--- src/core/liu_cfg_pkg.sv ---
// Constants for the line interface global configuration registers.
// Assumes a byte-wide host port sampled on clk_i at 125 MHz.
package liu_cfg_pkg;

	localparam int NUM_CHANNELS = 8;
	localparam int SEG_WIDTH    = 7;
	localparam int DATA_WIDTH   = 8;
	localparam int ADDR_WIDTH   = 8;

	// Register offsets; segment offsets are channel * 0x10 plus the low nibble.
	localparam logic [3:0] SEG_SEVEN_LOW       = 4'he;
	localparam logic [3:0] SEG_EIGHT_LOW       = 4'hf;
	localparam logic [7:0] GLOBAL_CONTROL_ADDR = 8'h80;
	localparam logic [7:0] CLOCK_SELECT_ADDR   = 8'h81;

	// Global control field positions, and the segment sign bit.
	localparam int RAIL_FORMAT_BIT = 7;
	localparam int AUTO_ONES_BIT   = 6;
	localparam int RX_EDGE_BIT     = 5;
	localparam int TX_EDGE_BIT     = 4;
	localparam int POLARITY_BIT    = 3;
	localparam int IRQ_ENABLE_BIT  = 1;
	localparam int SOFT_RESET_POS  = 0;
	localparam int SEG_SIGN_BIT    = 6;

	// Clock select fields: synthesizer select in bits 6:3, upper part 7:3.
	localparam int SYNTH_SEL_HI = 6;
	localparam int SYNTH_SEL_LO = 3;
	localparam logic [7:0] SYNTH_SEL_MASK  = 8'h78;
	localparam logic [7:0] CLOCK_UPPER_MASK = 8'hf8;
	localparam logic [7:0] CLOCK_LOWER_MASK = 8'h07;

	// Writable bits and reset values.
	localparam logic [7:0] GLOBAL_CONTROL_MASK  = 8'hfb;
	localparam logic [7:0] GLOBAL_CONTROL_RESET = 8'h00;
	localparam logic [7:0] CLOCK_SELECT_RESET   = 8'h00;
	localparam logic [6:0] SEG_RESET            = 7'h00;

	// Soft reset hold time, rounded up to whole cycles.
	localparam int CLK_PERIOD_NS      = 8;
	localparam int SOFT_RESET_HOLD_US = 10;
	localparam int SOFT_RESET_HOLD_CYCLES = (SOFT_RESET_HOLD_US * 1000 + CLK_PERIOD_NS - 1) / CLK_PERIOD_NS;
	localparam int HOLD_CNT_WIDTH = 11;

	typedef enum logic [1:0] {
		RESET_IDLE   = 2'b00,
		RESET_ARMING = 2'b01,
		RESET_ACTIVE = 2'b10
	} soft_reset_state_t;

endpackage

--- src/core/channel_pulse_segments.sv ---
// Segment seven and eight storage for one channel.
// Assumes write strobes are already decoded for this channel.
`timescale 1ns/1ns
module channel_pulse_segments
	import liu_cfg_pkg::*;
(
	// Clock and reset.
	input  wire logic                 clk_i,
	input  wire logic                 rst_i,
	// Decoded writes.
	input  wire logic                 wr_seven_i,
	input  wire logic                 wr_eight_i,
	input  wire logic [SEG_WIDTH-1:0] wdata_i,
	// Segment values and direction.
	output logic      [SEG_WIDTH-1:0] seg_seven_o,
	output logic      [SEG_WIDTH-1:0] seg_eight_o,
	output logic                      seven_positive_o,
	output logic                      eight_positive_o
);

	always_ff @(posedge clk_i or posedge rst_i) begin
		if (rst_i) begin
			seg_seven_o <= SEG_RESET;
		end else if (wr_seven_i) begin
			seg_seven_o <= wdata_i;
		end
	end

	always_ff @(posedge clk_i or posedge rst_i) begin
		if (rst_i) begin
			seg_eight_o <= SEG_RESET;
		end else if (wr_eight_i) begin
			seg_eight_o <= wdata_i;
		end
	end

	// The top bit of each segment is its sign.
	assign seven_positive_o = seg_seven_o[SEG_SIGN_BIT];
	assign eight_positive_o = seg_eight_o[SEG_SIGN_BIT];
endmodule

--- src/core/soft_reset_timer.sv ---
// Qualifies the soft reset bit against its minimum hold time.
// Assumes the bit comes straight from the global control flop.
`timescale 1ns/1ns
module soft_reset_timer
	import liu_cfg_pkg::*;
(
	// Clock and reset.
	input  wire logic clk_i,
	input  wire logic rst_i,
	// Soft reset request and the resulting internal reset.
	input  wire logic soft_bit_i,
	output logic      core_reset_o
);

	localparam logic [HOLD_CNT_WIDTH-1:0] HOLD_LAST = HOLD_CNT_WIDTH'(SOFT_RESET_HOLD_CYCLES);

	soft_reset_state_t           state_reg;
	logic [HOLD_CNT_WIDTH-1:0]   hold_cnt_reg;

	// A short glitch of the bit must not reset the core, so the bit is timed first.
	always_ff @(posedge clk_i or posedge rst_i) begin
		if (rst_i) begin
			state_reg <= RESET_IDLE;
		end else begin
			unique case (state_reg)
				RESET_IDLE: begin
					if (soft_bit_i) state_reg <= RESET_ARMING;
				end
				RESET_ARMING: begin
					if (!soft_bit_i) state_reg <= RESET_IDLE;
					else if (hold_cnt_reg == HOLD_LAST) state_reg <= RESET_ACTIVE;
				end
				RESET_ACTIVE: begin
					if (!soft_bit_i) state_reg <= RESET_IDLE;
				end
				default: state_reg <= RESET_IDLE;
			endcase
		end
	end

	always_ff @(posedge clk_i or posedge rst_i) begin
		if (rst_i) begin
			hold_cnt_reg <= '0;
		end else if (state_reg == RESET_ARMING && soft_bit_i) begin
			hold_cnt_reg <= hold_cnt_reg + 1'b1;
		end else begin
			hold_cnt_reg <= '0;
		end
	end

	assign core_reset_o = (state_reg == RESET_ACTIVE);
endmodule

--- src/core/liu_global_config_regs.sv ---
// Host registers for pulse segments seven and eight, global control and clock select.
// Assumes a synchronous byte-wide host port; reads answer one cycle after rd_i.
`timescale 1ns/1ns
module liu_global_config_regs
	import liu_cfg_pkg::*;
(
	// Clock and reset.
	input  wire logic                                clk_i,
	input  wire logic                                rst_i,
	// Host register port.
	input  wire logic [ADDR_WIDTH-1:0]               addr_i,
	input  wire logic                                wr_i,
	input  wire logic                                rd_i,
	input  wire logic [DATA_WIDTH-1:0]               wdata_i,
	output logic      [DATA_WIDTH-1:0]               rdata_o,
	output logic                                     rd_ack_o,
	// Channel status.
	input  wire logic [NUM_CHANNELS-1:0]             rx_signal_loss_i,
	input  wire logic [NUM_CHANNELS-1:0]             status_change_i,
	input  wire logic [NUM_CHANNELS-1:0]             chan_irq_enable_i,
	// Channel controls.
	output logic      [NUM_CHANNELS-1:0]             tx_all_ones_o,
	output logic                                     irq_o,
	output logic                                     core_reset_o,
	// Global line configuration.
	output logic                                     rail_format_select_o,
	output logic                                     rx_output_edge_select_o,
	output logic                                     tx_sample_edge_select_o,
	output logic                                     data_polarity_select_o,
	// Synthesizer control.
	output logic      [SYNTH_SEL_HI:SYNTH_SEL_LO+1]  synth_select_o,
	output logic                                     master_rate_select_o,
	output logic                                     synth_retune_o,
	// Pulse segments.
	output logic      [NUM_CHANNELS*SEG_WIDTH-1:0]   seg_seven_o,
	output logic      [NUM_CHANNELS*SEG_WIDTH-1:0]   seg_eight_o,
	output logic      [NUM_CHANNELS-1:0]             seven_positive_o,
	output logic      [NUM_CHANNELS-1:0]             eight_positive_o
);

	// Segment registers sit below 0x80 with the channel in bits 6:4.
	function automatic logic seg_hit(input logic [7:0] a, input logic [3:0] low, input logic [2:0] ch);
		seg_hit = !a[7] && (a[3:0] == low) && (a[6:4] == ch);
	endfunction

	logic [DATA_WIDTH-1:0] global_control_reg;
	logic [DATA_WIDTH-1:0] clock_select_reg;
	logic [DATA_WIDTH-1:0] rd_next;
	logic [SEG_WIDTH-1:0]  seven_q [NUM_CHANNELS];
	logic [SEG_WIDTH-1:0]  eight_q [NUM_CHANNELS];
	logic                  gc_write;
	logic                  cs_write;
	logic                  synth_change;

	assign gc_write     = wr_i && (addr_i == GLOBAL_CONTROL_ADDR);
	assign cs_write     = wr_i && (addr_i == CLOCK_SELECT_ADDR);
	assign synth_change = |((wdata_i ^ clock_select_reg) & SYNTH_SEL_MASK);

	// Host registers reset only on rst_i; the soft reset never reaches them.
	always_ff @(posedge clk_i or posedge rst_i) begin
		if (rst_i) begin
			global_control_reg <= GLOBAL_CONTROL_RESET;
		end else if (gc_write) begin
			global_control_reg <= wdata_i & GLOBAL_CONTROL_MASK;
		end
	end

	always_ff @(posedge clk_i or posedge rst_i) begin
		if (rst_i) begin
			clock_select_reg <= CLOCK_SELECT_RESET;
		end else if (cs_write) begin
			clock_select_reg <= wdata_i;
		end
	end

	// Retune only on a real change of select or rate; other bits leave the synthesizer alone.
	always_ff @(posedge clk_i or posedge rst_i) begin
		if (rst_i) begin
			synth_retune_o <= 1'b0;
		end else begin
			synth_retune_o <= cs_write && synth_change;
		end
	end

	assign synth_select_o       = clock_select_reg[SYNTH_SEL_HI:SYNTH_SEL_LO+1];
	assign master_rate_select_o = clock_select_reg[SYNTH_SEL_LO];

	assign rail_format_select_o    = global_control_reg[RAIL_FORMAT_BIT];
	assign rx_output_edge_select_o = global_control_reg[RX_EDGE_BIT];
	assign tx_sample_edge_select_o = global_control_reg[TX_EDGE_BIT];
	assign data_polarity_select_o  = global_control_reg[POLARITY_BIT];

	genvar ch;
	generate
		for (ch = 0; ch < NUM_CHANNELS; ch++) begin : g_chan
			channel_pulse_segments u_segs (
				.clk_i            (clk_i),
				.rst_i            (rst_i),
				.wr_seven_i       (wr_i && seg_hit(addr_i, SEG_SEVEN_LOW, 3'(ch))),
				.wr_eight_i       (wr_i && seg_hit(addr_i, SEG_EIGHT_LOW, 3'(ch))),
				.wdata_i          (wdata_i[SEG_WIDTH-1:0]),
				.seg_seven_o      (seven_q[ch]),
				.seg_eight_o      (eight_q[ch]),
				.seven_positive_o (seven_positive_o[ch]),
				.eight_positive_o (eight_positive_o[ch])
			);
			assign seg_seven_o[ch*SEG_WIDTH +: SEG_WIDTH] = seven_q[ch];
			assign seg_eight_o[ch*SEG_WIDTH +: SEG_WIDTH] = eight_q[ch];
		end
	endgenerate

	soft_reset_timer u_soft_reset (
		.clk_i        (clk_i),
		.rst_i        (rst_i),
		.soft_bit_i   (global_control_reg[SOFT_RESET_POS]),
		.core_reset_o (core_reset_o)
	);

	// Channel logic is part of the core, so it drops to idle under the soft reset.
	always_ff @(posedge clk_i or posedge rst_i) begin
		if (rst_i) begin
			tx_all_ones_o <= '0;
		end else if (core_reset_o) begin
			tx_all_ones_o <= '0;
		end else begin
			tx_all_ones_o <= rx_signal_loss_i & {NUM_CHANNELS{global_control_reg[AUTO_ONES_BIT]}};
		end
	end

	always_ff @(posedge clk_i or posedge rst_i) begin
		if (rst_i) begin
			irq_o <= 1'b0;
		end else begin
			irq_o <= !core_reset_o && global_control_reg[IRQ_ENABLE_BIT]
				&& |(status_change_i & chan_irq_enable_i);
		end
	end

	// Read data; bit 7 of segments and unmapped addresses read as zero.
	always_comb begin
		rd_next = '0;
		if (addr_i == GLOBAL_CONTROL_ADDR) begin
			rd_next = global_control_reg;
		end else if (addr_i == CLOCK_SELECT_ADDR) begin
			rd_next = clock_select_reg;
		end else if (seg_hit(addr_i, SEG_SEVEN_LOW, addr_i[6:4])) begin
			rd_next = {1'b0, seven_q[addr_i[6:4]]};
		end else if (seg_hit(addr_i, SEG_EIGHT_LOW, addr_i[6:4])) begin
			rd_next = {1'b0, eight_q[addr_i[6:4]]};
		end
	end

	always_ff @(posedge clk_i or posedge rst_i) begin
		if (rst_i) begin
			rdata_o <= '0;
		end else if (rd_i) begin
			rdata_o <= rd_next;
		end
	end

	always_ff @(posedge clk_i or posedge rst_i) begin
		if (rst_i) begin
			rd_ack_o <= 1'b0;
		end else begin
			rd_ack_o <= rd_i;
		end
	end
endmodule

--- config.mk ---
export PLATFORM = sky130hd
export DESIGN_NAME = liu_global_config_regs
export DESIGN_NICKNAME = d
export VERILOG_FILES = /design/src/core/liu_cfg_pkg.sv /design/src/core/channel_pulse_segments.sv /design/src/core/soft_reset_timer.sv /design/src/core/liu_global_config_regs.sv
export SDC_FILE = /design/constraint.sdc
export NUM_CORES = 1
export LEC_CHECK = 0
export ABC_AREA = 1
export BUFFER_PORTS_ARGS = -buffer_cell sky130_fd_sc_hd__buf_2
export CAP_MARGIN = 20
export CORE_MARGIN = 3
export CORE_UTILIZATION = 40
export CTS_BUF_LIST = sky130_fd_sc_hd__clkbuf_16
export DETAILED_ROUTE_END_ITERATION = 7
export PLACE_DENSITY = 0.67
export SLEW_MARGIN = 10
export SYNTH_ARGS = -nofsm -noshare
export SYNTH_HDL_FRONTEND = slang
export SYNTH_SLANG_ARGS = --single-unit
--- constraint.sdc ---
create_clock -name clk_i -period 14.7 [get_ports clk_i]
set_input_delay 1.47 -clock clk_i [delete_from_list [all_inputs] [get_ports clk_i]]
set_output_delay 1.47 -clock clk_i [all_outputs]
set_load 0.01 [all_outputs]
==> summary.txt <==
Logic synthesis
  • Mapped Area: 0.00747 mm²
  • Post-Syn Nets: 941
  • Syn_area_per_cell: 8.35 µm²
  • Flops & latches, synth: 159
  • Cell variety after synth: 37
  • Post-Synth Simple-Gate Area: 25.4%
  • Mux cell area share after synthesis: 0%
  • Yosys warns: 0
  • Post-synth top area share: 53.2%
  • Gate Count Post-Synth: 895
  • Synth area leaders: dfrtp_1 53%, nand2_1 15%, o21ai_0 7.4%
  • Post-synthesis xor/xnor area fraction: 0.469%
  • Largest family of logic cells by synthesized area: simple AND/OR/NAND/NOR gates
  • Post-synth top area cell: dfrtp_1
  • Synth Area in Compound Gates: 11.9%
  • Sequential share of the synthesized area: 53.2%
  • Post-Synth Adder-Cell Area: 0.335%

Setup path
  • Critical path class: in -> reg
  • Critical path capture point type: register
  • Bufs and invs on worst path: 3
  • Worst Path Arrival: 3.31 ns
  • CP max stage delay: 0.32 ns
  • Critical-path cell list: buf_2 > clkinv_2 > nand2_1 > inv_1 > a22oi_1 > nand3_1 > nand3_1 > nand3_1 > nand2_1 > nand2_1
  • Crit-path slowest cell: inv_1
  • CP delay by family, top: buffers and inverters
  • Worst Path Required: 15.01 ns
  • FF-to-FF setup slack: 12.95 ns
  • Critical path fanouts, max: 20
  • Startpoint types: input port

Die
  • Die extent in x: 143 µm
  • Die ar.: 0.0204 mm²
  • Row cnt: 49
  • IO Pins: 200
  • Core Region: 0.0181 mm²
  • Die Y: 143 µm
  • Initial core utilization: 41.2%

Pwr
  • Logic pwr share: 9.8%
  • Net Switching: 270 µW
  • Lkg Pwr: 0.00466 µW
  • Pwr Density: 113 mW/mm²
  • VDD IR max: 85.7 µV
  • Clock power frac: 43.0%
  • P_int: 738 µW
  • Sw frac: 26.8%
  • Flop pwr share: 47.2%

Clocking
  • Post-CTS setup buffers: 0
  • Worst-Skew Late Latency: 0.44 ns
  • CTS tree: built
  • CTS max path bufs: 2
  • Clock root cell: clkbuf_16
  • Reg clk slew, reported paths: 0.06 ns
  • Cts hold-fix bufs: 0
  • TritonCTS Buffers: 17
  • Clk sinks: 159
  • PostCTS Resize Cnt: 0
  • H-tree depth: 4

Route
  • Routed met2 length: 11000 µm
  • Via-to-Cell Ratio: 5.27
  • Drt total wl: 23500 µm
  • Total number of vias: 6754
  • Drt pass-1 iters: 5
  • WL met1: 10300 µm
  • Antenna viol nets, final: 0
  • Top sig layer: met5
  • DR DRC count: 0
  • WL met3: 1990 µm
  • Starting DRT DRC Count: 646
  • Drt wl/cell: 18.3 µm

Flow run
  • Maxcap violations: 0

GRT
  • First-pass GRT wire length: 36100 µm
  • Number of global-route vias before repair: 6304
  • GRT Overall Usage: 23.2%
  • Initial antenna violation count: 1
  • Pin count of the biggest net entering global routing: 84
  • Total gr overflow: 0

Cells and area
  • Nets@finish: 1086
  • Diodes inserted: 0
  • Synthesis-to-layout area growth: 19.1%
  • Final instance area: 0.00890 mm²
  • Utilization after layout: 49.1%
  • Fin cells: 1282
  • Share of cells above drive strength 1: 24.9%

STA
  • Slew Limit Fails: 0
  • Setup violations, final: 0
  • Final hold viol count: 0
  • Slew @ Worst Pin: 0.887 ns
  • Slew headroom: 40.8%
  • Setup TNS: 0 ns
  • Period utilization: 20.4%
  • Hold WS: 0.495 ns
  • Final worst path period need: 2.99 ns
  • RSZ-0062 raised after global routing: no
  • Max Fclk: 0.334 GHz
  • Worst Skew: 0.0140 ns

Min path
  • Hold Crit Class: reg -> reg

Placed design
  • # placed instances: 1249
  • Post-DP HPWL: 16800 µm
  • Number of port buffers: 199
  • GP Congestion: 0.899
  • Placed Area: 0.00831 mm²

Outcome
  • Status: complete, no violations
final timing paths:
check / from / endpoint / depth (start not counted)
max: addr_i[5] / rdata_o[6] / 10
min in group asynchronous: rst_i / u_soft_reset.hold_cnt_reg[6] / 2
max in group asynchronous: rst_i / g_chan[6].u_segs.seg_seven_o[0] / 4
min: u_soft_reset.hold_cnt_reg[0] / u_soft_reset.hold_cnt_reg[0] / 1
max reg2reg: u_soft_reset.hold_cnt_reg[0] / u_soft_reset.hold_cnt_reg[10] / 6
min reg2reg: u_soft_reset.hold_cnt_reg[0] / u_soft_reset.hold_cnt_reg[0] / 1
cells in the mapped netlist (all sizes together):
library cell	number
nor3b	3
a31oi	1
buf	52
or2	3
xnor2	2
o21ai	132
nand4	20
nor3	9
o21bai	1
clkinv	2
clkbuf	25
a22o	3
nand2b	1
nand2	303
a22oi	3
nor4	2
nand3b	1
ha	2
a211oi	1
dfrtp	159
nor2	60
inv	43
xor2	2
a221oi	1
a21oi	25
nand3	39
cells in the final DEF (no fill, tap or decap), types with 3 or more instances in the layout:
master | netlist | layout
nand2_2 | 5 | 5
clkinv_4 | 0 | 5
nand2_4 | 3 | 3
clkbuf_16 | 0 | 17
nor3b_1 | 3 | 3
nand4_1 | 19 | 19
nor3_1 | 6 | 6
nand3_1 | 39 | 39
nor3_4 | 3 | 3
a21oi_1 | 25 | 25
o21ai_1 | 14 | 14
or2_2 | 3 | 3
inv_2 | 3 | 3
nand2_1 | 295 | 295
dfrtp_1 | 159 | 159
a22o_1 | 3 | 3
inv_1 | 40 | 40
o21ai_2 | 7 | 7
nor2_1 | 60 | 60
clkinv_2 | 2 | 5
a22oi_1 | 3 | 3
o21ai_0 | 111 | 111
buf_2 | 11 | 199
buf_4 | 35 | 3
layout make-up:
cell class / instances / area, µm²
clock buffers: 17 / 425
clock inverters: 15 / 146
fillers: 1800 / 9240
inverters: 45 / 176
multi-input cells: 614 / 2850
flip-flops and latches: 159 / 3980
well taps: 229 / 287
repair buffers: 203 / 1040
logic make-up after synthesis:
| family | after synthesis |
|---|---|
| and+or+nand+nor | 441 |
| DFF | 159 |
| AOI/OAI and AO/OA | 167 |
| buffers and inverters | 122 |
| xor gates and xnor gates | 4 |
| adders and majority gates | 2 |
power by group through the flow:
stage	Combinational (µW)	Clock, µW	Sequential [µW]
2_1_floorplan	54.5	0	484
3_3_place_gp	98.2	0	483
3_5_place_dp	99.5	0	483
4_1_cts	99.9	437	475
5_1_grt	111	457	478
6_report	99.3	434	476
per-layer routing:
metal	vias to the layer above	GRT usage, %
met5	-	0
met4	2	5.55
met3	26	5.22
met2	310	36.8
met1	3229	32.5
li1	3187	-
per-stage QoR:
step / total power [µW] / setup WS, ns
3_5_place_dp: 583 / 11.31
6_report: 1010 / 11.71
4_1_cts: 1010 / 11.76
2_1_floorplan: 538 / 8.94
3_3_place_gp: 581 / 11.34
5_1_grt: 1050 / 11.55
Power figures use the tool's default switching activity.
